[config.mk]
export PLATFORM = sky130hd
export DESIGN_NAME = adc_seq_ctrl
export DESIGN_NICKNAME = d
export VERILOG_FILES = /design/src/shared/adc_seq_pkg.sv /design/src/adc_seq_ctrl.sv /design/src/chan_pick.sv /design/src/sar_step.sv
export VERILOG_INCLUDE_DIRS = /design/src /design/src/shared
export SDC_FILE = /design/constraint.sdc
export NUM_CORES = 1
export LEC_CHECK = 0
export BUFFER_PORTS_ARGS = -buffer_cell sky130_fd_sc_hd__clkbuf_2
export CORE_MARGIN = 2
export CORE_UTILIZATION = 35
export CTS_CLUSTER_DIAMETER = 50
export DETAILED_ROUTE_END_ITERATION = 7
export PLACE_DENSITY = 0.59
export SLEW_MARGIN = 20
export SYNTH_ARGS = -nofsm -noshare
export SYNTH_HDL_FRONTEND = slang
export SYNTH_SLANG_ARGS = --single-unit
[constraint.sdc]
create_clock -name MCLK_IN -period 4 [get_ports MCLK_IN]
set_input_delay 0 -clock MCLK_IN [delete_from_list [all_inputs] [get_ports MCLK_IN]]
set_output_delay 0 -clock MCLK_IN [all_outputs]
set_load 0.005 [all_outputs]
[src/shared/adc_seq_defs.svh]
// Purpose: register indices, field positions, reset values and counts
// Assumes: byte address of a register is four times its index
// Notes:   results one to four sit at consecutive indices
`ifndef ADC_SEQ_DEFS_SVH
`define ADC_SEQ_DEFS_SVH

// register indices (word addresses)
`define IDX_CTRL       30'h0000_0030
`define IDX_RES1       30'h0000_0031
`define IDX_RES2       30'h0000_0032
`define IDX_RES3       30'h0000_0033
`define IDX_RES4       30'h0000_0034

// control/status field positions
`define CTL_DONE_BIT   7
`define CTL_ZERO_BIT   6
`define CTL_SCAN_BIT   5
`define CTL_GROUP_BIT  4
`define CTL_SEL_MSB    3

// reset values
`define CTL_RESET      8'h00
`define RES_RESET      8'h00

// sample window length in clock cycles, and number of results
`define SAMPLE_CYCLES  12
`define RESULT_COUNT   4

`endif

[src/shared/adc_seq_pkg.sv]
// Purpose: types used only by the sequencer module, not by its helpers
// Assumes: constants live in adc_seq_defs.svh
// Notes:   none
package adc_seq_pkg;

   // sequencer states
   typedef enum logic [2:0] {
      ST_IDLE,
      ST_START,
      ST_SAMPLE,
      ST_CONVERT,
      ST_HOLD
   } seq_state_t;

   // writable control fields
   typedef struct packed {
      logic       scan;
      logic       group;
      logic [3:0] sel;
   } ctrl_t;

   // captured ahb address phase
   typedef struct packed {
      logic        valid;
      logic        write;
      logic [29:0] word;
   } bus_cap_t;

endpackage

[src/adc_seq_ctrl.sv]
// Purpose: sequence control of an eight-bit sar converter, ahb-lite slave
// Assumes: one slave on the bus, so hready equals our hreadyout
// Notes:   writes take no wait state, reads take one
//
// Summary of operation
// - writing control/status aborts the running sequence and starts anew
// - bit 7 is the done flag, read only
// - bit 6 always reads zero
// - done flag sets once all four results are loaded
// - done flag clears on any control/status write
// - in repeat mode done sets after first sequence and stays set
// - repeat off: stop after each result written once
// - repeat on: convert without stopping, cycling results
// - single mode converts the selected channel four times
// - group mode converts four channels, one per result
// - group mode uses the high select pair, ignores the low pair
// - results are eight bits, readable, writes ignored
// - low power suspends the channel; resume resamples and continues
// - sample switch closed only for twelve cycles per conversion
// - select codes: 0-7 inputs, 12-14 reference points, rest reserved
// - sequence begins one clock after the control write
// - eight compares msb first, then result transfer
// - in repeat mode the fifth result overwrites result one
//
// The AHB-Lite slave port was chosen for this implementation.
`timescale 1ns/1ps
`include "adc_seq_defs.svh"
module adc_seq_ctrl
   import adc_seq_pkg::*;
#(
   parameter int RES_W     = 8,
   parameter int SAMPLE_N  = `SAMPLE_CYCLES
) (
   // clock and reset
   input  wire logic              MCLK_IN,
   input  wire logic              RST_N_IN,
   // ahb-lite slave
   input  wire logic              HSEL_IN,
   input  wire logic [31:0]       HADDR_IN,
   input  wire logic [1:0]        HTRANS_IN,
   input  wire logic              HWRITE_IN,
   input  wire logic [2:0]        HSIZE_IN,
   input  wire logic [31:0]       HWDATA_IN,
   input  wire logic              HREADY_IN,
   output logic                   HREADYOUT_OUT,
   output logic                   HRESP_OUT,
   output logic [31:0]            HRDATA_OUT,
   // stop or wait mode request
   input  wire logic              LOWPWR_IN,
   // analog core
   input  wire logic              COMP_IN,
   output logic                   SAMPLE_OUT,
   output logic [3:0]             CHAN_OUT,
   output logic [RES_W-1:0]       TRIAL_OUT
);

   localparam int          NRES        = `RESULT_COUNT;
   localparam logic [3:0]  SAMPLE_LAST = 4'(SAMPLE_N - 1);

   // refuse settings the logic cannot serve
   if (RES_W < 2 || RES_W > 24 || SAMPLE_N < 1 || SAMPLE_N > 16) begin : bad_param
      $error("adc_seq_ctrl: parameter out of range");
   end

   bus_cap_t            cap;
   logic                rd_done;
   logic                take;
   logic                rd_wait;
   logic                wr_ctrl;
   logic                wr_other;
   logic [31:0]         rd_value;
   logic [31:0]         rd_res [NRES];
   logic                hit_ctrl;

   ctrl_t               ctrl;
   ctrl_t               next_ctrl;
   logic                done;
   seq_state_t          state;
   seq_state_t          next_state;
   logic [1:0]          slot;
   logic [1:0]          next_slot;
   logic [3:0]          samp_cnt;
   logic [RES_W-1:0]    res [NRES];

   logic                sar_load;
   logic                sar_step_en;
   logic                sar_last;
   logic [RES_W-1:0]    sar_final;
   logic                store;
   logic                seq_end;
   logic                active;
   logic [4:0]          win_len;

   // ---------------- bus slave ----------------

   // address phase decode and data phase qualifiers
   assign take     = HSEL_IN & HTRANS_IN[1] & HREADY_IN;
   assign rd_wait  = cap.valid & ~cap.write & ~rd_done;
   assign hit_ctrl = (cap.word == `IDX_CTRL);
   assign wr_ctrl  = cap.valid & cap.write & hit_ctrl;
   assign wr_other = cap.valid & cap.write & ~hit_ctrl;

   // bus answers: reads stall one cycle, response always okay
   assign HREADYOUT_OUT = ~rd_wait;
   assign HRESP_OUT     = 1'b0;

   // capture the address phase while the bus is ready
   always_ff @(posedge MCLK_IN or negedge RST_N_IN) begin
      if (!RST_N_IN) begin
         cap <= '0;
      end else if (HREADYOUT_OUT) begin
         cap <= take ? {1'b1, HWRITE_IN, HADDR_IN[31:2]} : '0;
      end
   end

   // read data per result register
   for (genvar g = 0; g < NRES; g++) begin : g_rd
      assign rd_res[g] = (cap.word == (`IDX_RES1 + 30'(g))) ? {{(32-RES_W){1'b0}}, res[g]} : 32'h0000_0000;
   end

   // read mux; unmapped words read zero
   assign rd_value = (hit_ctrl ? {24'h00_0000, done, 1'b0, ctrl.scan, ctrl.group, ctrl.sel} : 32'h0000_0000)
                   | rd_res[0] | rd_res[1] | rd_res[2] | rd_res[3];

   // read data register, loaded in the stall cycle
   always_ff @(posedge MCLK_IN or negedge RST_N_IN) begin
      if (!RST_N_IN) begin
         rd_done    <= 1'b0;
         HRDATA_OUT <= 32'h0000_0000;
      end else begin
         rd_done <= rd_wait;
         if (rd_wait) begin
            HRDATA_OUT <= rd_value;
         end
      end
   end

   // ---------------- control register ----------------

   // only the low six bits are writable
   assign next_ctrl = wr_ctrl ? ctrl_t'(HWDATA_IN[5:0]) : ctrl;

   // control fields
   always_ff @(posedge MCLK_IN or negedge RST_N_IN) begin
      if (!RST_N_IN) begin
         ctrl <= ctrl_t'(6'(`CTL_RESET));
      end else begin
         ctrl <= next_ctrl;
      end
   end

   // done flag; the write wins since it discards the old sequence
   always_ff @(posedge MCLK_IN or negedge RST_N_IN) begin
      if (!RST_N_IN) begin
         done <= 1'b0;
      end else if (wr_ctrl) begin
         done <= 1'b0;
      end else if (seq_end) begin
         done <= 1'b1;
      end
   end

   // ---------------- sequencer ----------------

   // converting states that a low power request suspends
   assign active      = (state == ST_SAMPLE) | (state == ST_CONVERT) | (state == ST_START);
   assign sar_load    = (state == ST_SAMPLE);
   assign sar_step_en = (state == ST_CONVERT) & ~LOWPWR_IN & ~wr_ctrl;
   assign store       = sar_step_en & sar_last;
   assign seq_end     = store & (slot == 2'd3);

   // next state, write first, then suspend, then progress
   always_comb begin
      next_state = state;
      next_slot  = slot;
      if (wr_ctrl) begin
         next_state = ST_START;
         next_slot  = 2'd0;
      end else if (active && LOWPWR_IN) begin
         next_state = ST_HOLD;
      end else begin
         case (state)
            ST_IDLE: begin
               next_state = ST_IDLE;
            end
            ST_START: begin
               next_state = ST_SAMPLE;
            end
            ST_SAMPLE: begin
               if (samp_cnt == SAMPLE_LAST) begin
                  next_state = ST_CONVERT;
               end
            end
            ST_CONVERT: begin
               if (sar_last) begin
                  next_slot = slot + 2'd1;
                  if (slot == 2'd3 && !ctrl.scan) begin
                     next_state = ST_IDLE;
                  end else begin
                     next_state = ST_SAMPLE;
                  end
               end
            end
            ST_HOLD: begin
               if (!LOWPWR_IN) begin
                  next_state = ST_SAMPLE;
               end
            end
            default: begin
               next_state = ST_IDLE;
            end
         endcase
      end
   end

   // state, slot and sample window count
   always_ff @(posedge MCLK_IN or negedge RST_N_IN) begin
      if (!RST_N_IN) begin
         state    <= ST_IDLE;
         slot     <= 2'd0;
         samp_cnt <= 4'h0;
      end else begin
         state    <= next_state;
         slot     <= next_slot;
         samp_cnt <= (state == ST_SAMPLE && next_state == ST_SAMPLE) ? samp_cnt + 4'h1 : 4'h0;
      end
   end

   // switch closed only in the sample window
   assign SAMPLE_OUT = (state == ST_SAMPLE);

   // result registers, written only by the sequencer
   for (genvar g = 0; g < NRES; g++) begin : g_res
      always_ff @(posedge MCLK_IN or negedge RST_N_IN) begin
         if (!RST_N_IN) begin
            res[g] <= RES_W'(`RES_RESET);
         end else if (store && slot == 2'(g)) begin
            res[g] <= sar_final;
         end
      end
   end

   // successive approximation core
   sar_step #(
      .W          (RES_W)
   ) u_sar (
      .clk_in     (MCLK_IN),
      .rst_n_in   (RST_N_IN),
      .load_in    (sar_load),
      .step_in    (sar_step_en),
      .comp_in    (COMP_IN),
      .trial_out  (TRIAL_OUT),
      .final_out  (sar_final),
      .last_out   (sar_last)
   );

   // multiplexer code, aligned with the state it serves
   chan_pick u_chan (
      .clk_in     (MCLK_IN),
      .rst_n_in   (RST_N_IN),
      .sel_in     (next_ctrl.sel),
      .group_in   (next_ctrl.group),
      .slot_in    (next_slot),
      .chan_out   (CHAN_OUT)
   );

   // helper: sample window length, counted apart from the sequencer
   always_ff @(posedge MCLK_IN) win_len <= SAMPLE_OUT ? win_len + 5'h01 : 5'h00;
endmodule

[src/chan_pick.sv]
// Purpose: registered channel select for the analog multiplexer
// Assumes: inputs are the next values of select, mode and slot
// Notes:   reserved codes are passed through unchanged
`timescale 1ns/1ps
module chan_pick (
   // clock and reset
   input  wire logic       clk_in,
   input  wire logic       rst_n_in,
   // next control values
   input  wire logic [3:0] sel_in,
   input  wire logic       group_in,
   input  wire logic [1:0] slot_in,
   // multiplexer code
   output logic [3:0]      chan_out
);

   logic [3:0] next_chan;

   // group mode keeps the high pair and walks the low pair
   assign next_chan = group_in ? {sel_in[3:2], slot_in} : sel_in;

   // channel register
   always_ff @(posedge clk_in or negedge rst_n_in) begin
      if (!rst_n_in) begin
         chan_out <= 4'h0;
      end else begin
         chan_out <= next_chan;
      end
   end

endmodule

[src/sar_step.sv]
// Purpose: successive approximation register, msb first
// Assumes: comp_in high means input at or above the trial code
// Notes:   final value appears on final_out in the last step cycle
`timescale 1ns/1ps
module sar_step #(
   parameter int W = 8
) (
   // clock and reset
   input  wire logic         clk_in,
   input  wire logic         rst_n_in,
   // control
   input  wire logic         load_in,
   input  wire logic         step_in,
   input  wire logic         comp_in,
   // state
   output logic [W-1:0]      trial_out,
   output logic [W-1:0]      final_out,
   output logic              last_out
);

   logic [W-1:0] mask;
   logic [W-1:0] kept;

   // refuse widths the counters cannot serve
   if (W < 2 || W > 24) begin : bad_width
      $error("sar_step: W out of range");
   end

   // keep or drop the bit under trial, then try the next one
   assign kept      = comp_in ? trial_out : (trial_out & ~mask);
   assign final_out = kept;
   assign last_out  = mask[0];

   // trial register and bit pointer
   always_ff @(posedge clk_in or negedge rst_n_in) begin
      if (!rst_n_in) begin
         trial_out <= '0;
         mask      <= '0;
      end else if (load_in) begin
         trial_out <= {1'b1, {(W-1){1'b0}}};
         mask      <= {1'b1, {(W-1){1'b0}}};
      end else if (step_in) begin
         trial_out <= kept | (mask >> 1);
         mask      <= mask >> 1;
      end
   end

endmodule

Word level (Yosys, flattened, before mapping)
Index checks and enable logic that the tools add are counted.

Reduce and logical (&&, ||, !) cells: 11. Equality and inequality tests: 14. Add/sub/neg operators: 2. Bitwise gates (word level): 24. Muxes and demuxes: 27.

Operators with widths (number): $eq A30 B6 Y1 const B (5); $mux W8 (10); $mux W32 (1); $or A8 B8 Y8 (4); $mux W3 (5); $mux W2 (6); $pmux W3 S4 (1); $and A1 B1 Y1 (10); $eq A3 B2 Y1 const B (3); $and A8 B8 Y8 (1); $not A8 Y8 (1); $or A8 B7 Y8 (1); $logic_and A1 B1 Y1 (7); $mux W5 (1); $not A1 Y1 (5); $add A4 B1 Y4 const B (1); $eq A2 B2 Y1 const B (2); $eq A4 B4 Y1 const B (1); $mux W4 (1); $reduce_bool A2 Y1 (2); $eq A3 B1 Y1 const B (1); $eq A3 B3 Y1 const B (1); $add A2 B1 Y2 const B (1); $eq A2 B1 Y1 const B (1); 4 further kinds (6).

Word-level logic and storage cells: 97. Register bits after elaboration: 133.

Depth between registers and ports, before layout
Gate-level depths: netlist (run 1).

Depth in word-level cells: 10. Mapped depth: 8. Gate-level depth less buffers: 6.

By module
From an unflattened synthesis (run 1), not the netlist that was laid out.

Cells, all modules: 402. Area, all modules: 5051.1 sq um.

By module, submodules not included: adc_seq_ctrl (seq. area each 2227.1 sq um, instances 1, area each 4149.0 sq um, cells an instance 326); sar_step (seq. area each 400.4 sq um, instances 1, area each 779.5 sq um, cells an instance 70); chan_pick (seq. area each 100.1 sq um, instances 1, area each 122.6 sq um, cells an instance 6).

Worst setup path after synthesis (run 1)
OpenSTA, ideal clock, no wires.

Kind: register to register. Start: register cap[10] (netlist bit). End: register res[1] (netlist bit). Slack: 1.462 ns. Data required time: 3.875 ns. Clock period less this slack: 2.538 ns. Stages on the path, launching flop included: 7. Arrival time: 2.413 ns. Setup time: 0.125 ns. Cell sequence: dfrtp_1 or4_1 or4_1 or4_1 buf_6 nand4_4 mux2_2.

Word-level cells in the longest chain between the ends: 6.

Ends and longest elaborated chain: start: declaration (line adc_seq_ctrl.sv:65) `bus_cap_t cap;`; start signal: assignment (line adc_seq_ctrl.sv:112) `cap <= take ? {1'b1, HWRITE_IN, HADDR_IN[31:2]} : '0;`; $eq A30 B6 Y1 (no line); $and A1 B1 Y1 (line adc_seq_ctrl.sv:100) `assign wr_ctrl = cap.valid & cap.write & hit_ctrl;`; $not A1 Y1 (line adc_seq_ctrl.sv:168) `assign sar_step_en = (state == ST_CONVERT) & ~LOWPWR_IN & ~wr_ctrl;`; $and A1 B1 Y1 (line adc_seq_ctrl.sv:168); $and A1 B1 Y1 (line adc_seq_ctrl.sv:169) `assign store = sar_step_en & sar_last;`; $logic_and A1 B1 Y1 (line adc_seq_ctrl.sv:237) `end else if (store && slot == 2'(g)) begin`; end signal: indexed assignment (line adc_seq_ctrl.sv:236) `` res[g] <= RES_W'(`RES_RESET); ``; end signal: indexed assignment (line adc_seq_ctrl.sv:238) `res[g] <= sar_final;`; end: declaration (line adc_seq_ctrl.sv:83) `logic [RES_W-1:0] res [NRES];`.

Every way passes these cells. A chain may end at the register's enable or synchronous reset.

Worst setup path after layout (run 1)
Start: register cap[10] (netlist bit). End: register res[23] (netlist bit).

Same word-level chain as after synthesis.

==> results.ini, run 1 <==
[setup_path]
required_ns=4.23
crit_type=register to register
startpoint_type=register
crit_slowest_cell=or4_1
crit_chain=or4_1 > or4_1 > or4_1 > nand4_4 > mux2_2
crit_top_cell=or4_1
end_kind=register
cp_max_fo=8
slowest_delay_ns=0.68
crit_arrival_ns=3.15

[detailed_routing]
routedWlPerCell_um=15.6
final_antenna_net_count=0
first_pass_iters=4
vias=3599
drcViolationCount=0
drt-initial-drc-count=229
post_drt_via_cell_ratio=5.01
drt-total-wl_um=11200

[final_layout]
antenna_cells=0
layout_commonest_cell=dfrtp_1
syn_to_final_growth_pct=23.1
fin_area_mm2=0.00608
drive_above_1_share=0.251
final_cell_count_no_fill=718
final_cell_mix=dfrtp_1, clkbuf_2, nand2_1
fin_nets=614

[global_routing]
grt_max_degree=73
track_usage=0.159
grt_pass1_vias=3675
antenna_found_initial=0
overflow=0
grt_pass1_wl_um=18300

[synthesis]
synth_ff_type=dfrtp_1
syn_area_mm2=0.00494
async_flop_share=1.00
synth_cell_types=45
ys_seq_area_frac=0.542
synth_edf_count=0
synth-seq-cells=107
syn_avg_cell_area_um2=11.5
synth_cells=430
yosys_warnings=0

[sta]
worst_pin_slew_ns=0.913
hold_viol=0
final.setup_skew_ns=0.00506
slew_headroom=0.391
fmax_ghz=0.343
finalSetupViolations=0
hold_ws_ns=0.332
fin_crit_ns=2.92
rsz0062_at_grt=no
setup_tns_ns=0
maxSlewViolCount=0
period_share=0.730

[pwr]
p_sw_uw=645
pwr-share-clk=0.363
p_comb_frac=0.148
intPower_uw=1790
power_density_mw_per_mm2=400
p_leak_uw=0.00296
peakVddDrop_uv=224
seqPwrFrac=0.489
switching_share=0.265

[clock_network]
cts_tree=built
h-tree-depth=3
cts_setup_buffers=0
hold_buffers=42
cts-resized-gates=0
clockBufferDepth=2
clock_sinks=107
insertion_delay_ns=0.35
root_buffer=clkbuf_16
cts.clk_slew.worst_paths_ns=0.07
cts_buffers=9

[die]
die_height_um=123
die_x_um=123
boundaryPins=123
start_util=0.357
core_mm2=0.0138
die-area_mm2=0.0151
num_rows=43

[placement]
io_buffers=65
routabilityCongestion=0.768
placed_area_mm2=0.00537
place_inst=660
hpwl_um=7520

[run_status]
status=completed

[hold_path]
min_path_type=primary input to async pin

[job]
drv_cap=0

-- sequential cells by signal, summed over array words and instances, names as in the netlist --
name             count
HRDATA_OUT           8
cap                 32
ctrl                 6
done                 1
rd_done              1
res                 32
samp_cnt             4
slot                 2
state                3
u_chan.chan_out      2
u_sar.mask           8
u_sar.trial_out      8
-- path summary, 6_finish.rpt --
path | start | to | slack, ns | cells past startpoint
min in group MCLK_IN | HREADY_IN | cap[30]$_DFFE_PN0N_ | 0.33 | 5
setup reg to reg | cap[10]$_DFFE_PN0N_ | res[23]$_DFFE_PN0P_ | 1.08 | 5
setup / recovery | cap[10]$_DFFE_PN0N_ | res[23]$_DFFE_PN0P_ | 1.08 | 5
max in group asynchronous | RST_N_IN | HRDATA_OUT[2]$_DFFE_PN0P_ | 2.65 | 3
hold reg to reg | samp_cnt[0]$_DFF_PN0_ | samp_cnt[0]$_DFF_PN0_ | 0.46 | 1
hold / removal | RST_N_IN | slot[0]$_DFF_PN0_ | 0.33 | 2
-- through the flow --
| stage | total power (µW) | util | setup slack (ns) |
|---|---|---|---|
| floorplan | 1420 | - | 1.46 |
| global placement | 1530 | 0.388 | 1.10 |
| detailed placement | 1540 | 0.388 | 1.07 |
| CTS | 2470 | 0.440 | 1.06 |
| global route | 2560 | 0.440 | 0.996 |
| finish | 2440 | 0.440 | 1.08 |
-- power by group through the flow --
stage	logic (µW)	clock network [µW]	registers, µW
final	361	885	1190
after global routing	402	960	1200
after CTS	364	914	1190
after detailed placement	331	0	1210
after global placement	326	0	1210
after floorplan	224	0	1200
-- final cells by class --
class / count / area [µm²]
repair buffers: 114 / 801
clock inverters: 4 / 50.0
flip-flops and latches: 107 / 2680
inverters: 7 / 26.3
well taps: 180 / 225
clock buffers: 12 / 246
fillers: 1276 / 7740
multi-input cells: 294 / 2060
-- layer usage --
metal,GRT usage,vias up,wire length [µm]
li1,-,1697,-
met1,0.197,1802,5100
met2,0.275,92,5480
met3,0.0441,8,491
met4,0.0352,0,91
met5,0,-,0
-- critical path, delay by kind of cell (launching register included) --
kind / cells / cell delay, ns
muxes: 1 / 0.37
and+or+nand+nor: 4 / 2.06
DFF: 1 / 0.38
-- logic make-up (layout without fill, tap and decap cells) --
kind of cell             after synthesis  after routing  share of synthesized area
adder cells (fa/ha/maj)                5              5                     0.0127
other                                  1             25                   0.000759
AO/OA/AOI/OAI                         88             88                      0.130
XOR/XNOR                               3              3                    0.00532
flip-flops                           107            107                      0.542
multiplexers                          48             48                      0.108
buffers and inverters                 53            137                     0.0630
AND/OR/NAND/NOR                      125            125                      0.138
-- cells in the mapped netlist (2+ instances only) --
cell / n / share of area
a211o_1: 3 / 0.0053
a211oi_1: 6 / 0.0091
a21boi_0: 8 / 0.012
a21o_1: 6 / 0.0091
a21oi_1: 12 / 0.012
a221oi_1: 3 / 0.0053
a22o_1: 33 / 0.058
buf_1: 2 / 0.0015
buf_2: 3 / 0.0030
buf_4: 27 / 0.041
clkbuf_1: 13 / 0.0099
clkinv_1: 2 / 0.0015
dfrtp_1: 107 / 0.54
ha_1: 5 / 0.013
inv_1: 5 / 0.0038
mux2_1: 2 / 0.0046
mux2_2: 40 / 0.091
mux2i_1: 6 / 0.012
nand2_1: 43 / 0.033
nand3_1: 11 / 0.011
nand3b_1: 2 / 0.0030
nand4_1: 3 / 0.0038
nand4_4: 4 / 0.017
nor2_1: 31 / 0.024
nor2b_1: 3 / 0.0038
nor3_1: 3 / 0.0030
nor4_1: 5 / 0.0063
nor4b_1: 2 / 0.0035
nor4bb_1: 2 / 0.0041
o21ai_0: 15 / 0.015
or2_2: 2 / 0.0025
or3_1: 3 / 0.0038
or4_1: 5 / 0.0076
xnor2_1: 2 / 0.0035
Power figures use the tool's default switching activity.
==> run 2: changes to the inputs <==
==> constraint.sdc (replaced) <==
create_clock -name MCLK_IN -period 2.9 [get_ports MCLK_IN]
set_input_delay 0 -clock MCLK_IN [delete_from_list [all_inputs] [get_ports MCLK_IN]]
set_output_delay 0 -clock MCLK_IN [all_outputs]
set_load 0.005 [all_outputs]
==> results.ini, run 2 (same netlist as run 1, synthesis figures left out) <==
[run_status]
status=completed

[setup_path]
crit_end=res[31]$_DFFE_PN0P_
end_kind=register
crit_family=simple AND/OR/NAND/NOR gates
r2r_cells=6  ; +1
slowest_delay_ns=0.56  ; -0.12 ns
required_ns=3.12  ; -1.11 ns
startpoint=cap[10]$_DFFE_PN0N_
crit_type=register to register
reg2reg_slack_ns=0.16  ; -0.92 ns
crit_chain=or4_1 > or4_1 > or4_1 > buf_4 > nand4_4 > mux2_2
crit_top_cell=or4_1
cp_max_fo=8  ; unchanged
cp_num_buf_inv=1  ; +1
crit_arrival_ns=2.96  ; -0.19 ns
rr_endpoint=res[31]$_DFFE_PN0P_
path_depth=6  ; +1
r2r-start=cap[10]$_DFFE_PN0N_
startpoint_type=register
crit_slowest_cell=or4_1

[detailed_routing]
vias=3600  ; +0.028%
routedWlPerCell_um=15.5  ; -0.34%
post_drt_via_cell_ratio=4.99  ; -0.39%
drt-initial-drc-count=204  ; -11%
final_antenna_net_count=0  ; unchanged
drcViolationCount=0  ; unchanged
first_pass_iters=4  ; unchanged
drt-total-wl_um=11200  ; about the same

[die]
die_height_um=123  ; unchanged
core_mm2=0.0138  ; unchanged
boundaryPins=123  ; unchanged
die_x_um=123  ; unchanged
start_util=0.357  ; unchanged
die-area_mm2=0.0151  ; unchanged
num_rows=43  ; unchanged

[final_layout]
drive_above_1_share=0.255  ; +0.00415
fin_area_mm2=0.00612  ; +0.56%
antenna_cells=0  ; unchanged
syn_to_final_growth_pct=23.8
largestRegisters=cap: 32 flops, res: 32 flops
layout_commonest_cell=dfrtp_1
fin_nets=617  ; +0.49%
final_cell_mix=dfrtp_1, clkbuf_2, nand2_1

[global_routing]
grt_pass1_wl_um=18100  ; -1.4%
grt_max_degree=108  ; +48%
overflow=0  ; unchanged
track_usage=0.155  ; -0.00373
antenna_found_initial=0  ; unchanged
grt_pass1_vias=3569  ; -2.9%

[pwr]
peakVddDrop_uv=311  ; +39%
p_sw_uw=880  ; +36%
power_density_mw_per_mm2=549  ; +37%
intPower_uw=2480  ; +38%
p_comb_frac=0.150  ; +0.002
seqPwrFrac=0.488  ; about the same
pwr-share-clk=0.362  ; about the same
switching_share=0.262  ; -0.00266
p_leak_uw=0.00299  ; +0.93%

[clock_network]
cts_tree=built
cts.clk_slew.worst_paths_ns=0.07  ; about the same
root_buffer=clkbuf_16
clockBufferDepth=2  ; unchanged
cts_setup_buffers=0  ; unchanged
insertion_delay_ns=0.34  ; about the same
h-tree-depth=3  ; unchanged
clock_sinks=107  ; unchanged
cts_buffers=9  ; unchanged

[sta]
slew_headroom=0.382  ; -0.00938
worst_pin_slew_ns=0.919  ; +0.00582 ns
period_share=0.944  ; +0.214
hold_viol=0  ; unchanged
fin_crit_ns=2.74  ; -0.182 ns
maxSlewViolCount=0  ; unchanged
fmax_ghz=0.365  ; +6.7%
rsz0062_at_grt=no
final.setup_skew_ns=0.00853  ; +0.00348 ns
setup_tns_ns=0  ; unchanged
finalSetupViolations=0  ; unchanged

[placement]
routabilityCongestion=0.773  ; +0.66%
io_buffers=65  ; unchanged
placed_area_mm2=0.00540  ; +0.65%
hpwl_um=7420  ; -1.4%

[hold_path]
min_path_type=primary input to async pin

[job]
drv_cap=0  ; unchanged

-- run 2: cell types whose count changed in the layout (fill, tap and decap cells not counted), sizes merged --
cell	before	now
buf	8	11
clkinv	3	4
clkinvlp	2	0
inv	5	6
-- run 2: final cells by class --
type	instances	area (µm²)
inverters	7	26.3
repair buffers	117	836
clock buffers	12	246
multi-input cells	294	2060
well taps	180	225
fillers	1267	7710
flip-flops and latches	107	2680
clock inverters	4	48.8
-- run 2: through the flow --
step                      power [µW]  worst slack (ns)  hold slack [ns]  utilization  cells
after floorplan                 1960             0.362           -0.296            -    454
after CTS                       3400             0.153            0.269        0.442    721
after detailed placement        2140             0.162            0.124        0.391    663
after global placement          2120             0.205            0.114        0.391    663
final                           3360             0.163            0.258        0.442    721
after global routing            3530            0.0762            0.309        0.442    721
-- run 2: layer usage --
layer	wire length, µm	global-route usage	vias up	share of wire
met5	0	0	-	0
met4	125	0.0388	0	0.011
met3	439	0.0353	12	0.039
met2	5480	0.267	82	0.49
met1	5130	0.197	1803	0.46
li1	-	-	1703	-
-- run 2: power by group through the flow --
stage | Clock [µW] | Sequential [µW] | Combinational, µW
final | 1210 | 1640 | 504
after global routing | 1310 | 1650 | 566
after CTS | 1250 | 1640 | 511
after detailed placement | 0 | 1670 | 468
after global placement | 0 | 1660 | 456
after floorplan | 0 | 1650 | 308
-- run 2: timing repair --
action,4_1_cts,5_1_grt
endpoints found under the hold margin,149,0
hold buffers,42,0
setup endpoints to repair,0,0
gates resized for setup,0,0
-- run 2: worst register-to-register path, stage by stage, from the launching register on --
cell     delay [ns]
dfrtp_1        0.38
or4_1          0.56
or4_1          0.51
or4_1          0.41
buf_4          0.20
nand4_4        0.20
mux2_2         0.37
-- run 2: how the worst min path moves through the flow --
stage / end / startpoint / cells after the start / slack (ns)
after floorplan: HRDATA_OUT[0]$_DFFE_PN0P_ / RST_N_IN / 0 / -0.30
after global placement: u_sar.mask[2]$_DFFE_PN0P_ / RST_N_IN / 2 / 0.11
after CTS: cap[30]$_DFFE_PN0N_ / HREADY_IN / 5 / 0.27
after detailed placement: u_sar.mask[2]$_DFFE_PN0P_ / RST_N_IN / 2 / 0.12
after global routing: cap[30]$_DFFE_PN0N_ / HSEL_IN / 5 / 0.31
final: state[0]$_DFF_PN0_ / RST_N_IN / 3 / 0.26
==> run 3: changes to the inputs <==
==> constraint.sdc (replaced) <==
create_clock -name MCLK_IN -period 2.9 [get_ports MCLK_IN]
set_input_delay 0.58 -clock MCLK_IN [delete_from_list [all_inputs] [get_ports MCLK_IN]]
set_output_delay 0.58 -clock MCLK_IN [all_outputs]
set_load 0.005 [all_outputs]
==> results.ini, run 3 (same netlist as run 1, synthesis figures left out) <==
[global_routing]
grt_max_degree=46  ; -57%
antenna_found_initial=0  ; unchanged
grt_pass1_vias=3477  ; -2.6%
overflow=0  ; unchanged
track_usage=0.153  ; -0.00205
grt_pass1_wl_um=17600  ; -2.3%

[detailed_routing]
vias=3409  ; -5.3%
drt-total-wl_um=10800  ; -3.1%
first_pass_iters=4  ; unchanged
final_antenna_net_count=0  ; unchanged
drcViolationCount=0  ; unchanged
drt-initial-drc-count=269  ; +32%
routedWlPerCell_um=15.9  ; +2.5%
post_drt_via_cell_ratio=5.00  ; +0.11%

[run_status]
status=completed

[pwr]
p_leak_uw=0.00282  ; -5.5%
power_density_mw_per_mm2=578  ; +5.3%
peakVddDrop_uv=272  ; -12%
finalPower_uw=3300  ; -1.6%

[die]
die_x_um=123  ; unchanged
die_height_um=123  ; unchanged
num_rows=43  ; unchanged
core_mm2=0.0138  ; unchanged
start_util=0.357  ; unchanged
boundaryPins=123  ; unchanged
die-area_mm2=0.0151  ; unchanged

[clock_network]
clock_sinks=107  ; unchanged
cts.clk_slew.worst_paths_ns=0.07  ; about the same
cts_setup_buffers=0  ; unchanged
insertion_delay_ns=0.34  ; about the same
cts_tree=built
clockBufferDepth=2  ; unchanged
root_buffer=clkbuf_16
hold_buffers=0  ; -100%
h-tree-depth=3  ; unchanged
cts-resized-gates=0  ; unchanged
cts_buffers=9  ; unchanged

[sta]
fmax_ghz=0.362  ; -0.83%
hold_viol=0  ; unchanged
rsz0062_at_grt=no
hold_ws_ns=0.117  ; -0.140 ns
finalSetupViolations=0  ; unchanged
maxSlewViolCount=0  ; unchanged
slew_headroom=0.459  ; +0.0772
final.setup_skew_ns=0.00517  ; -0.00337 ns
worst_pin_slew_ns=0.804  ; -0.115 ns
fin_crit_ns=2.76  ; +0.0229 ns
setup_tns_ns=0  ; unchanged
period_share=0.952  ; +0.00789

[hold_path]
min_path_type=primary input to async pin

[setup_path]
slowest_delay_ns=0.56  ; about the same
crit_arrival_ns=2.99  ; +0.03 ns
required_ns=3.13  ; about the same
crit_chain=or4_1 > or4_1 > or4_1 > buf_4 > nand4_4 > mux2_2
end_kind=register
cp_max_fo=13  ; +5
startpoint_type=register
rr_endpoint=res[3]$_DFFE_PN0P_
reg2reg_slack_ns=0.14  ; -0.02 ns
crit_top_cell=or4_1
startpoint=cap[10]$_DFFE_PN0N_
crit_type=register to register
crit_slowest_cell=or4_1
r2r-start=cap[10]$_DFFE_PN0N_
crit_end=res[3]$_DFFE_PN0P_
r2r_cells=6  ; unchanged

[job]
drv_cap=0  ; unchanged

[placement]
placed_area_mm2=0.00543  ; +0.56%
hpwl_um=7610  ; +2.5%
io_buffers=65  ; unchanged
routabilityCongestion=0.782  ; +1.3%
place_inst=667  ; +0.60%

[final_layout]
drive_above_1_share=0.283  ; +0.0278
syn_to_final_growth_pct=15.7
layout_commonest_cell=dfrtp_1
fin_area_mm2=0.00572  ; -6.6%
antenna_cells=0  ; unchanged
largestRegisters=cap: 32 flops, res: 32 flops
fin_nets=579  ; -6.2%
final_cell_mix=dfrtp_1, clkbuf_2, nand2_1
final_cell_count_no_fill=682  ; -5.4%

## run 3: cell count changes in the layout (fill, tap and decap cells not counted), sizes merged
cell         delta
inv             -1
clkbuf          -2
clkinvlp        +2
buf             +4
dlygate4sd3    -42
## run 3: worst min-delay path by stage
stage | from | endpoint | cells past startpoint | slack [ns]
final | RST_N_IN | samp_cnt[2]$_DFF_PN0_ | 1 | 0.12
after global routing | RST_N_IN | samp_cnt[2]$_DFF_PN0_ | 1 | 0.13
after CTS | RST_N_IN | ctrl[5]$_DFFE_PN0N_ | 1 | 0.11
after detailed placement | samp_cnt[0]$_DFF_PN0_ | samp_cnt[0]$_DFF_PN0_ | 1 | 0.46
after global placement | samp_cnt[0]$_DFF_PN0_ | samp_cnt[0]$_DFF_PN0_ | 1 | 0.45
after floorplan | RST_N_IN | HRDATA_OUT[0]$_DFFE_PN0P_ | 0 | 0.28
## run 3: layout make-up
class	count	area, µm²
Multi-Input combinational cell	294	2060
Clock inverter	5	55.1
Clock buffer	10	229
Tap cell	180	225
Fill cell	1325	8110
Inverter	7	26.3
Sequential cell	107	2680
Timing Repair Buffer	79	445
## run 3: per-stage QoR
| stage | setup slack (ns) | utilization |
|---|---|---|
| after floorplan | 0.362 | - |
| after global placement | 0.144 | 0.393 |
| after detailed placement | 0.131 | 0.393 |
| after CTS | 0.118 | 0.413 |
| after global routing | 0.0288 | 0.413 |
| final | 0.140 | 0.413 |
## run 3: worst max-delay path, delay by kind of cell, from the launching register on
kind / cells / cell delay [ns]
simple gates: 4 / 1.68
buf+inv: 1 / 0.22
flops: 1 / 0.38
mux: 1 / 0.36
## run 3: power breakdown
| group | leakage, µW | switching [µW] | internal [µW] |
|---|---|---|---|
| clock network | 0.000134 | 534 | 662 |
| registers | 0.00142 | 55.5 | 1580 |
| logic | 0.00127 | 301 | 173 |
| total | 0.00282 | 891 | 2410 |
## run 3: per-layer routing
layer	wire (µm)	global-route usage	share of wire	vias to the layer above
met5	0	0	0	-
met4	103	0.0431	0.0095	0
met3	449	0.0321	0.041	12
met2	5230	0.254	0.48	83
met1	5050	0.202	0.47	1697
li1	-	-	-	1617
